**src/core/ocr_pkg.sv**
```systemverilog
package ocr_pkg;
    // ==========================================================
    // register map
    localparam logic [7:0] OCR_CMD_RESPONSE   = 8'h47;  // overcurrent response command code
    localparam logic [7:0] OCR_RESPONSE_RESET = 8'h00;  // value after reset
    // ==========================================================
    // field positions inside the response byte
    localparam int OCR_MODE_MSB  = 7;
    localparam int OCR_MODE_LSB  = 6;
    localparam int OCR_RETRY_MSB = 5;
    localparam int OCR_RETRY_LSB = 3;
    localparam int OCR_DELAY_MSB = 2;
    localparam int OCR_DELAY_LSB = 0;
    // ==========================================================
    // encodings
    localparam logic [1:0] OCR_MODE_LIMIT    = 2'h0;  // limit forever
    localparam logic [1:0] OCR_MODE_RSVD     = 2'h1;  // unsupported, treated as limit
    localparam logic [1:0] OCR_MODE_DEGLITCH = 2'h2;  // limit then shut down after delay
    localparam logic [1:0] OCR_MODE_SHUTDOWN = 2'h3;  // shut down at once
    localparam logic [2:0] OCR_RETRY_FOREVER = 3'h7;  // only this value restarts
    // ==========================================================
    // timing
    localparam int OCR_CLK_MHZ    = 200;                    // clock rate
    localparam int OCR_UNIT_MS    = 16;                     // delay unit in ms
    localparam int OCR_UNIT_CYCLES = OCR_UNIT_MS * 1000 * OCR_CLK_MHZ; // ms to us, times cycles per us: 3.2e6
    // ==========================================================
    // types
    typedef enum logic [1:0] {
        OCR_RUN,      // output on, normal or limiting
        OCR_OFF,      // latched off, waits for run cycle
        OCR_RETRY     // off, waiting for restart interval
    } ocr_state_t;

    typedef struct packed {
        logic status_byte_iout_oc;  // summary flag in the status byte
        logic status_word_iout;     // summary flag in the status word
        logic status_iout_oc;       // overcurrent flag in the iout status
    } ocr_status_t;
endpackage

```
**src/core/ocr_delay.sv**
```systemverilog
`timescale 1ns/1ps
`default_nettype none
// counts delay units of programmable length; restarts on start, abandoned on abort
module ocr_delay
    import ocr_pkg::*;
#(
    parameter int UNIT_CYCLES = OCR_UNIT_CYCLES
) (
    input  wire logic       clk,
    input  wire logic       rst,
    input  wire logic       start,    // restart the count from zero
    input  wire logic       abort,    // drop the count with no expiry
    input  wire logic [2:0] units,    // number of delay units
    output var  logic       expired   // one-cycle pulse at the end
);
    // elaboration check: a unit of zero cycles cannot be counted
    if (UNIT_CYCLES < 1) begin : g_bad_unit
        $error("unit must be at least one cycle");
    end
    // ==========================================================
    // counter; 64-bit so that full units never wrap
    logic        active;
    logic [63:0] count;
    logic        next_active;
    logic [63:0] next_count;
    logic        next_expired;
    logic [63:0] target;

    always_comb begin
        target       = 64'(units) * 64'(UNIT_CYCLES);
        next_active  = active;
        next_count   = count;
        next_expired = 1'b0;
        if (start) begin
            next_active = 1'b1;
            next_count  = 64'h0;
        end else if (abort) begin
            next_active = 1'b0;
        end else if (active) begin
            if (count >= target) begin
                next_active  = 1'b0;
                next_expired = 1'b1;
            end else begin
                next_count = count + 64'h1;
            end
        end
    end

    always_ff @(posedge clk or posedge rst) begin
        if (rst) begin
            active  <= 1'b0;
            count   <= 64'h0;
            expired <= 1'b0;
        end else begin
            active  <= next_active;
            count   <= next_count;
            expired <= next_expired;
        end
    end
endmodule
`default_nettype wire

```
**src/core/ocr_fault_response.sv**
```systemverilog
`timescale 1ns/1ps
`default_nettype none
module ocr_fault_response
    import ocr_pkg::*;
#(
    parameter int          PAGES       = 2,               // channels behind the page register
    parameter int          UNIT_CYCLES = OCR_UNIT_CYCLES, // cycles per 16 ms unit
    parameter logic [31:0] INTERVAL_CYCLES_W = 32'd1      // width guard for interval
) (
    input  wire logic        clk,
    input  wire logic        rst,
    // command access, one byte per transfer
    input  wire logic        cmd_write,          // write strobe, one cycle
    input  wire logic [7:0]  cmd_code,           // command code
    input  wire logic [7:0]  cmd_wdata,          // the one data byte
    input  wire logic        page,               // selected channel
    output logic [7:0]       cmd_rdata,          // read data of addressed command
    output logic             cmd_hit,            // code addressed this block
    // nonvolatile restore
    input  wire logic        nvm_load,           // restore pulse
    input  wire logic [7:0]  nvm_value,          // restored byte for the page
    // fault and channel control
    input  wire logic        oc_fault,           // threshold comparator, async
    input  wire logic        channel_run_pin,    // run pin, async
    input  wire logic        operation_on,       // operation command on, same clock
    input  wire logic        clear_faults,       // clear faults pulse
    input  wire logic        alert_mask,         // masks the alert
    input  wire logic        other_fault_off,    // another fault forced shutdown
    input  wire logic        restart_tick,       // restart_interval_setting expiry pulse
    output logic             output_enable,      // channel output allowed
    output logic             current_limit,      // hold current at the limit
    output logic             restart_timer_go,   // start the restart interval
    output ocr_status_t      status,             // status flags
    output logic             alert               // alert toward host
);
    // elaboration checks: the page select is one bit wide and the interval width is not zero
    if (PAGES != 2) begin : g_bad_pages
        $error("page select is one bit, PAGES must be 2");
    end
    if (INTERVAL_CYCLES_W == 32'd0) begin : g_bad_interval
        $error("bad interval width");
    end
    // ==========================================================
    // synchronised pins
    logic fault_s;   // fault after synchroniser
    logic run_s;     // run pin after synchroniser

    ocr_sync #(.RESET_VALUE(1'b0)) u_sync_fault (
        .clk      (clk),
        .rst      (rst),
        .async_in (oc_fault),
        .sync_out (fault_s)
    );
    ocr_sync #(.RESET_VALUE(1'b0)) u_sync_run (
        .clk      (clk),
        .rst      (rst),
        .async_in (channel_run_pin),
        .sync_out (run_s)
    );

    // ==========================================================
    // response byte storage, one per page
    logic [7:0] resp      [PAGES];
    logic [7:0] next_resp [PAGES];
    logic [7:0] next_rdata;
    logic       next_hit;

    always_comb begin
        for (int i = 0; i < PAGES; i++) next_resp[i] = resp[i];
        if (nvm_load) begin
            next_resp[page] = nvm_value;
        end else if (cmd_write && cmd_code == OCR_CMD_RESPONSE) begin
            next_resp[page] = cmd_wdata;
        end
        next_hit   = (cmd_code == OCR_CMD_RESPONSE);
        next_rdata = next_hit ? resp[page] : 8'h00;
    end

    always_ff @(posedge clk or posedge rst) begin
        if (rst) begin
            for (int i = 0; i < PAGES; i++) resp[i] <= OCR_RESPONSE_RESET;
            cmd_rdata <= 8'h00;
            cmd_hit   <= 1'b0;
        end else begin
            for (int i = 0; i < PAGES; i++) resp[i] <= next_resp[i];
            cmd_rdata <= next_rdata;
            cmd_hit   <= next_hit;
        end
    end

    // ==========================================================
    // the channel runs on page 0's byte; page 1 serves a sibling instance
    logic [1:0] mode;
    logic [2:0] retry;
    logic [2:0] units;
    assign mode  = resp[0][OCR_MODE_MSB:OCR_MODE_LSB];
    assign retry = resp[0][OCR_RETRY_MSB:OCR_RETRY_LSB];
    assign units = resp[0][OCR_DELAY_MSB:OCR_DELAY_LSB];

    // ==========================================================
    // on-request detection: a low-to-high of the combined command
    logic on_cmd;
    logic on_prev;
    logic fault_prev;
    logic fault_rise;
    logic turn_on;
    assign on_cmd     = run_s & operation_on;
    assign fault_rise = fault_s & ~fault_prev;
    assign turn_on    = on_cmd & ~on_prev;

    // ==========================================================
    // channel state, declared here because the delay arming reads it
    ocr_state_t  state;
    ocr_state_t  next_state;
    logic        run_prev;   // state was RUN last cycle
    // ==========================================================
    // deglitch delay, only armed in mode 10
    // a fault standing on entry into RUN arms it too, so a restart into a fault still times out
    logic dly_start;
    logic dly_abort;
    logic dly_done;
    assign dly_start = fault_s && (fault_rise || !run_prev)
                     && mode == OCR_MODE_DEGLITCH && state == OCR_RUN;
    assign dly_abort = ~fault_s | state != OCR_RUN;

    ocr_delay #(.UNIT_CYCLES(UNIT_CYCLES)) u_delay (
        .clk     (clk),
        .rst     (rst),
        .start   (dly_start),
        .abort   (dly_abort),
        .units   (units),
        .expired (dly_done)
    );

    // ==========================================================
    // channel state machine
    logic        next_oe;
    logic        next_limit;
    logic        next_go;
    logic        shut;

    always_comb begin
        next_state = state;
        next_go    = 1'b0;
        shut       = 1'b0;
        case (state)
            OCR_RUN: begin
                if (mode == OCR_MODE_SHUTDOWN && fault_s) begin
                    shut = 1'b1;
                end else if (mode == OCR_MODE_DEGLITCH && dly_done && fault_s) begin
                    shut = 1'b1;
                end
                // modes 00 and 01 never shut down here
                if (shut) begin
                    if (retry == OCR_RETRY_FOREVER) begin
                        next_state = OCR_RETRY;
                        next_go    = 1'b1;
                    end else begin
                        next_state = OCR_OFF;
                    end
                end
                if (!on_cmd || other_fault_off) next_state = OCR_OFF;
            end
            OCR_OFF: begin
                // only a fresh turn-on releases the latch
                if (turn_on && !other_fault_off) next_state = OCR_RUN;
            end
            OCR_RETRY: begin
                if (!on_cmd || other_fault_off) begin
                    next_state = OCR_OFF;
                end else if (restart_tick) begin
                    next_state = OCR_RUN;
                end
            end
            default: next_state = OCR_OFF;
        endcase
        next_oe    = (next_state == OCR_RUN);
        // brick-wall limiting while faulted and running in modes 00, 01 and 10
        next_limit = next_oe & fault_s & (mode != OCR_MODE_SHUTDOWN);
    end

    always_ff @(posedge clk or posedge rst) begin
        if (rst) begin
            state            <= OCR_OFF;
            run_prev         <= 1'b0;
            on_prev          <= 1'b0;
            fault_prev       <= 1'b0;
            output_enable    <= 1'b0;
            current_limit    <= 1'b0;
            restart_timer_go <= 1'b0;
        end else begin
            state            <= next_state;
            run_prev         <= (state == OCR_RUN);
            on_prev          <= on_cmd;
            fault_prev       <= fault_s;
            output_enable    <= next_oe;
            current_limit    <= next_limit;
            restart_timer_go <= next_go;
        end
    end

    // ==========================================================
    // sticky status and alert; a fault in the clear cycle wins
    ocr_status_t next_status;
    logic        next_alert;
    logic        flag_clear;
    assign flag_clear = clear_faults | turn_on;

    always_comb begin
        next_status = status;
        if (flag_clear) next_status = '0;
        if (fault_s) next_status = '1;
        next_alert = next_status.status_iout_oc & ~alert_mask;
    end

    always_ff @(posedge clk or posedge rst) begin
        if (rst) begin
            status <= '0;
            alert  <= 1'b0;
        end else begin
            status <= next_status;
            alert  <= next_alert;
        end
    end
endmodule
`default_nettype wire

```
**src/core/ocr_sync.sv**
```systemverilog
`timescale 1ns/1ps
`default_nettype none
// three-stage synchroniser; a change counts when stages two and three agree
module ocr_sync
    import ocr_pkg::*;
#(
    parameter logic RESET_VALUE = 1'b0
) (
    input  wire logic clk,
    input  wire logic rst,
    input  wire logic async_in,
    output var  logic sync_out
);
    // ==========================================================
    // synchroniser chain
    logic [2:0] stage;       // stage[0] only feeds stage[1]
    logic [2:0] next_stage;
    logic       next_out;

    always_comb begin
        next_stage = {stage[1:0], async_in};
        // hold the old level while the two later stages disagree
        next_out   = (stage[1] == stage[2]) ? stage[2] : sync_out;
    end

    always_ff @(posedge clk or posedge rst) begin
        if (rst) begin
            stage    <= {3{RESET_VALUE}};
            sync_out <= RESET_VALUE;
        end else begin
            stage    <= next_stage;
            sync_out <= next_out;
        end
    end
endmodule
`default_nettype wire

```
**config.mk**
```make
export PLATFORM = sky130hd
export DESIGN_NAME = ocr_fault_response
export DESIGN_NICKNAME = d
export VERILOG_FILES = /design/src/core/ocr_pkg.sv /design/src/core/ocr_delay.sv /design/src/core/ocr_fault_response.sv /design/src/core/ocr_sync.sv
export SDC_FILE = /design/constraint.sdc
export NUM_CORES = 1
export LEC_CHECK = 0
export BUFFER_PORTS_ARGS = -buffer_cell sky130_fd_sc_hd__buf_2
export CAP_MARGIN = 20
export CORE_ASPECT_RATIO = 0.75
export CORE_MARGIN = 3
export CORE_UTILIZATION = 55
export DETAILED_ROUTE_END_ITERATION = 10
export PLACE_DENSITY = 0.75
export SETUP_SLACK_MARGIN = 0.05
export SYNTH_ARGS = -nofsm -noshare
export SYNTH_HDL_FRONTEND = slang
export SYNTH_SLANG_ARGS = --single-unit
```
**constraint.sdc**
```tcl
create_clock -name clk -period 10.6 [get_ports clk]
set_clock_uncertainty 0.2 [all_clocks]
set_input_delay 2.12 -clock clk [delete_from_list [all_inputs] [get_ports clk]]
set_output_delay 2.12 -clock clk [all_outputs]
set_load 0.005 [all_outputs]
```
==> impl_metrics.env <==
export IMPL_rows=29
export IMPL_synth_ff_type="dfrtp_1"
export IMPL_tns_ns=0
export IMPL_synth_seq_cells=110
export IMPL_crit_required_ns=10.65
export IMPL_io_pins=52
export IMPL_finalCriticalPeriod_ns=4.774
export IMPL_critical_path_buf_inv_count=0
export IMPL_path_clk_slew_ns=0.07
export IMPL_synth_async_reset_ratio_pct=100.0
export IMPL_routed_via_density=5.750
export IMPL_syn_num_nets=520
export IMPL_syn_cell_area_sq_um=4981
export IMPL_drive_gt1_share_pct=14.81
export IMPL_p_leak_nw=2.715
export IMPL_grt_use_total_pct=21.50
export IMPL_drt_pass1_iterations=4
export IMPL_insertedDiodeCount=0
export IMPL_port_buffers=51
export IMPL_finalPower_mw=0.8894
export IMPL_fin_crit_sh_pct=45.04
export IMPL_gp_congestion=0.9386
export IMPL_cts_setup_buffers=0
export IMPL_fmax_mhz=209.5
export IMPL_initial_core_util_pct=57.68
export IMPL_ys_warn_count=0
export IMPL_die_h_um=88.42
export IMPL_cts_htree_levels=3
export IMPL_clk_latency_ns=0.35
export IMPL_setup_viol=0
export IMPL_syn_inst=462
export IMPL_dp_hpwl_um=7007
export IMPL_postSynthAreaPerCell_sq_um=10.78
export IMPL_postCtsResizedCells=0
export IMPL_drv_cap=0
export IMPL_power_density_nw_per_um2=158.6
export IMPL_finalNonFillerCells=621
export IMPL_relSlewSlack_pct=33.48
export IMPL_arrival_ns=4.83
export IMPL_timing_final_max_slew_violations=0
export IMPL_crit_fanout=38
export IMPL_route_detailed_drc=0
export IMPL_path_cells="ha_1 > and2_1 > ha_1 > a22o_1 > a21oi_1 > xor2_1 > ha_1 > a21o_1 > a211oi_1 > nor2_1 > o31ai_4 > nand4_2 > or4_1 > a21oi_1"
export IMPL_tightest_slew_ns=0.9942
export IMPL_grt_pass1_vias=3482
export IMPL_hold_path_class="flip-flop to flip-flop"
export IMPL_numClockSinks=110
export IMPL_dp_cells=605
export IMPL_cpMostUsedCell="ha_1"
export IMPL_die_w_um=115.9
export IMPL_cp_top_family="simple AND/OR/NAND/NOR gates"
export IMPL_dieArea_sq_um=10250
export IMPL_ys_seq_area_share_pct=55.29
export IMPL_cts_buffers=9
export IMPL_cts_path_max_buffers=2
export IMPL_status="complete, no violations"
export IMPL_num_vias=3571
export IMPL_antenna_found_initial=0
export IMPL_finalHoldViolations=0
export IMPL_first_iter_violations=261
export IMPL_final_nets=566
export IMPL_hold_slack_ns=0.1578
export IMPL_rsz0062_at_grt="no"
export IMPL_cts_hold_buf=0
export IMPL_crit_slowest_cell="or4_1"
export IMPL_avgRoutedWirePerCell_um=16.24
export IMPL_syn_to_final_growth_pct=12.56
export IMPL_core_area_sq_um=8636
export IMPL_cts_tree="yes"
export IMPL_synth_edf_count=0
export IMPL_grt_pass1_wl_um=17130
export IMPL_startpoint_type="flip-flop"
export IMPL_yosysUniqueCellTypes=48
export IMPL_root_buffer="clkbuf_16"
export IMPL_gr_total_overflow=0
export IMPL_critPathMaxStageDelay_ns=0.75
export IMPL_wl_um=10090
export IMPL_grt_max_degree=58
export IMPL_detail_route_antenna_nets=0
export IMPL_ir_drop_mv=0.1099
export IMPL_cp_end_kind="flip-flop"
export IMPL_critical_path_class="flip-flop to flip-flop"
[power breakdown]
group	leakage [nW]	internal, mW	switching [mW]
registers	1.46	0.433	0.0121
clock network	0.135	0.184	0.152
logic	1.12	0.0450	0.0630
total	2.72	0.663	0.227
[synth_stat cells (12+ instances only)]
cell | number | area, sq um
clkbuf_1 | 12 | 45.04
nor2_1 | 43 | 161.4
ha_1 | 22 | 275.3
mux2i_1 | 17 | 170.2
inv_1 | 19 | 71.32
nand2_1 | 20 | 75.07
and2_1 | 41 | 256.5
nand4_1 | 14 | 87.58
dfrtp_1 | 109 | 2728
a21oi_1 | 39 | 195.2
[final cells by class]
type	instances	area, sq um
tap	108	135.1
clock buffer	10	229.0
clock inverter	6	70.07
fill	689	3029
inverter	20	77.57
multi-input combinational	314	2071
sequential	110	2754
timing repair buffer	53	270.3
[kinds of logic after synthesis]
family / count (synthesis) / share of synthesized area, %
and+or+nand+nor: 183 / 20.40
buffers and inverters: 38 / 3.140
muxes: 17 / 3.416
DFF: 110 / 55.29
adders and majority gates: 24 / 5.928
xor gates and xnor gates: 12 / 2.110
AOI/OAI and AO/OA: 78 / 9.721
[final timing paths]
kind                                               start                            end  slack (ns)  depth (start not counted)
setup reg to reg                     resp[8]$_DFFE_PP0P_  u_delay.count[18]$_DFFE_PP0P_        5.83                         14
hold reg to reg            u_sync_run.stage[0]$_DFF_PP0_  u_sync_run.stage[1]$_DFF_PP0_        0.16                          0
hold / removal             u_sync_run.stage[0]$_DFF_PP0_  u_sync_run.stage[1]$_DFF_PP0_        0.16                          0
setup / recovery                     resp[8]$_DFFE_PP0P_  u_delay.count[18]$_DFFE_PP0P_        5.83                         14
min in group asynchronous                            rst  u_delay.count[13]$_DFFE_PP0P_        1.67                          2
max in group asynchronous                            rst         cmd_rdata[4]$_DFF_PP0_        7.40                          3
[cells in the final DEF (no fill, tap or decap), types with 9 or more instances in the layout]
cell type,count
a21oi_1,39
and2_1,41
buf_2,51
clkbuf_16,9
dfrtp_1,109
ha_1,22
inv_1,18
mux2i_1,17
nand2_1,20
nand3_1,11
nand4_1,14
nor2_1,43
o31ai_1,11
or4_1,11
[per-layer routing]
metal / share of wire, % / vias up / GRT usage (%)
met5: 0 / - / 0
met4: 1.1 / 0 / 6.217
met3: 5.5 / 11 / 4.785
met2: 45 / 86 / 32.22
met1: 48 / 1752 / 31.85
li1: - / 1722 / -
[through the flow]
step	cell area [sq um]	util [%]	setup slack, ns
floorplan	4981	-	5.379
global placement	5308	61.46	6.184
detailed placement	5308	61.46	5.948
CTS	5607	64.92	5.868
global route	5607	64.92	5.523
finish	5607	64.92	5.826
[registers in the layout, indices dropped and copies added (netlist names)]
| name | cells |
|---|---|
| cmd_rdata | 8 |
| output_enable | 1 |
| u_delay.expired | 1 |
| u_delay.active | 1 |
| u_sync_fault.stage | 3 |
| restart_timer_go | 1 |
| status | 2 |
| fault_prev | 1 |
| on_prev | 1 |
| alert | 1 |
| current_limit | 1 |
| u_sync_run.stage | 3 |
| u_sync_run.sync_out | 1 |
| u_sync_fault.sync_out | 1 |
| run_prev | 1 |
| resp | 14 |
| cmd_hit | 1 |
| state | 2 |
| u_delay.count | 64 |
| mode | 2 |
Note: power is estimated with default switching activity, not from simulation.
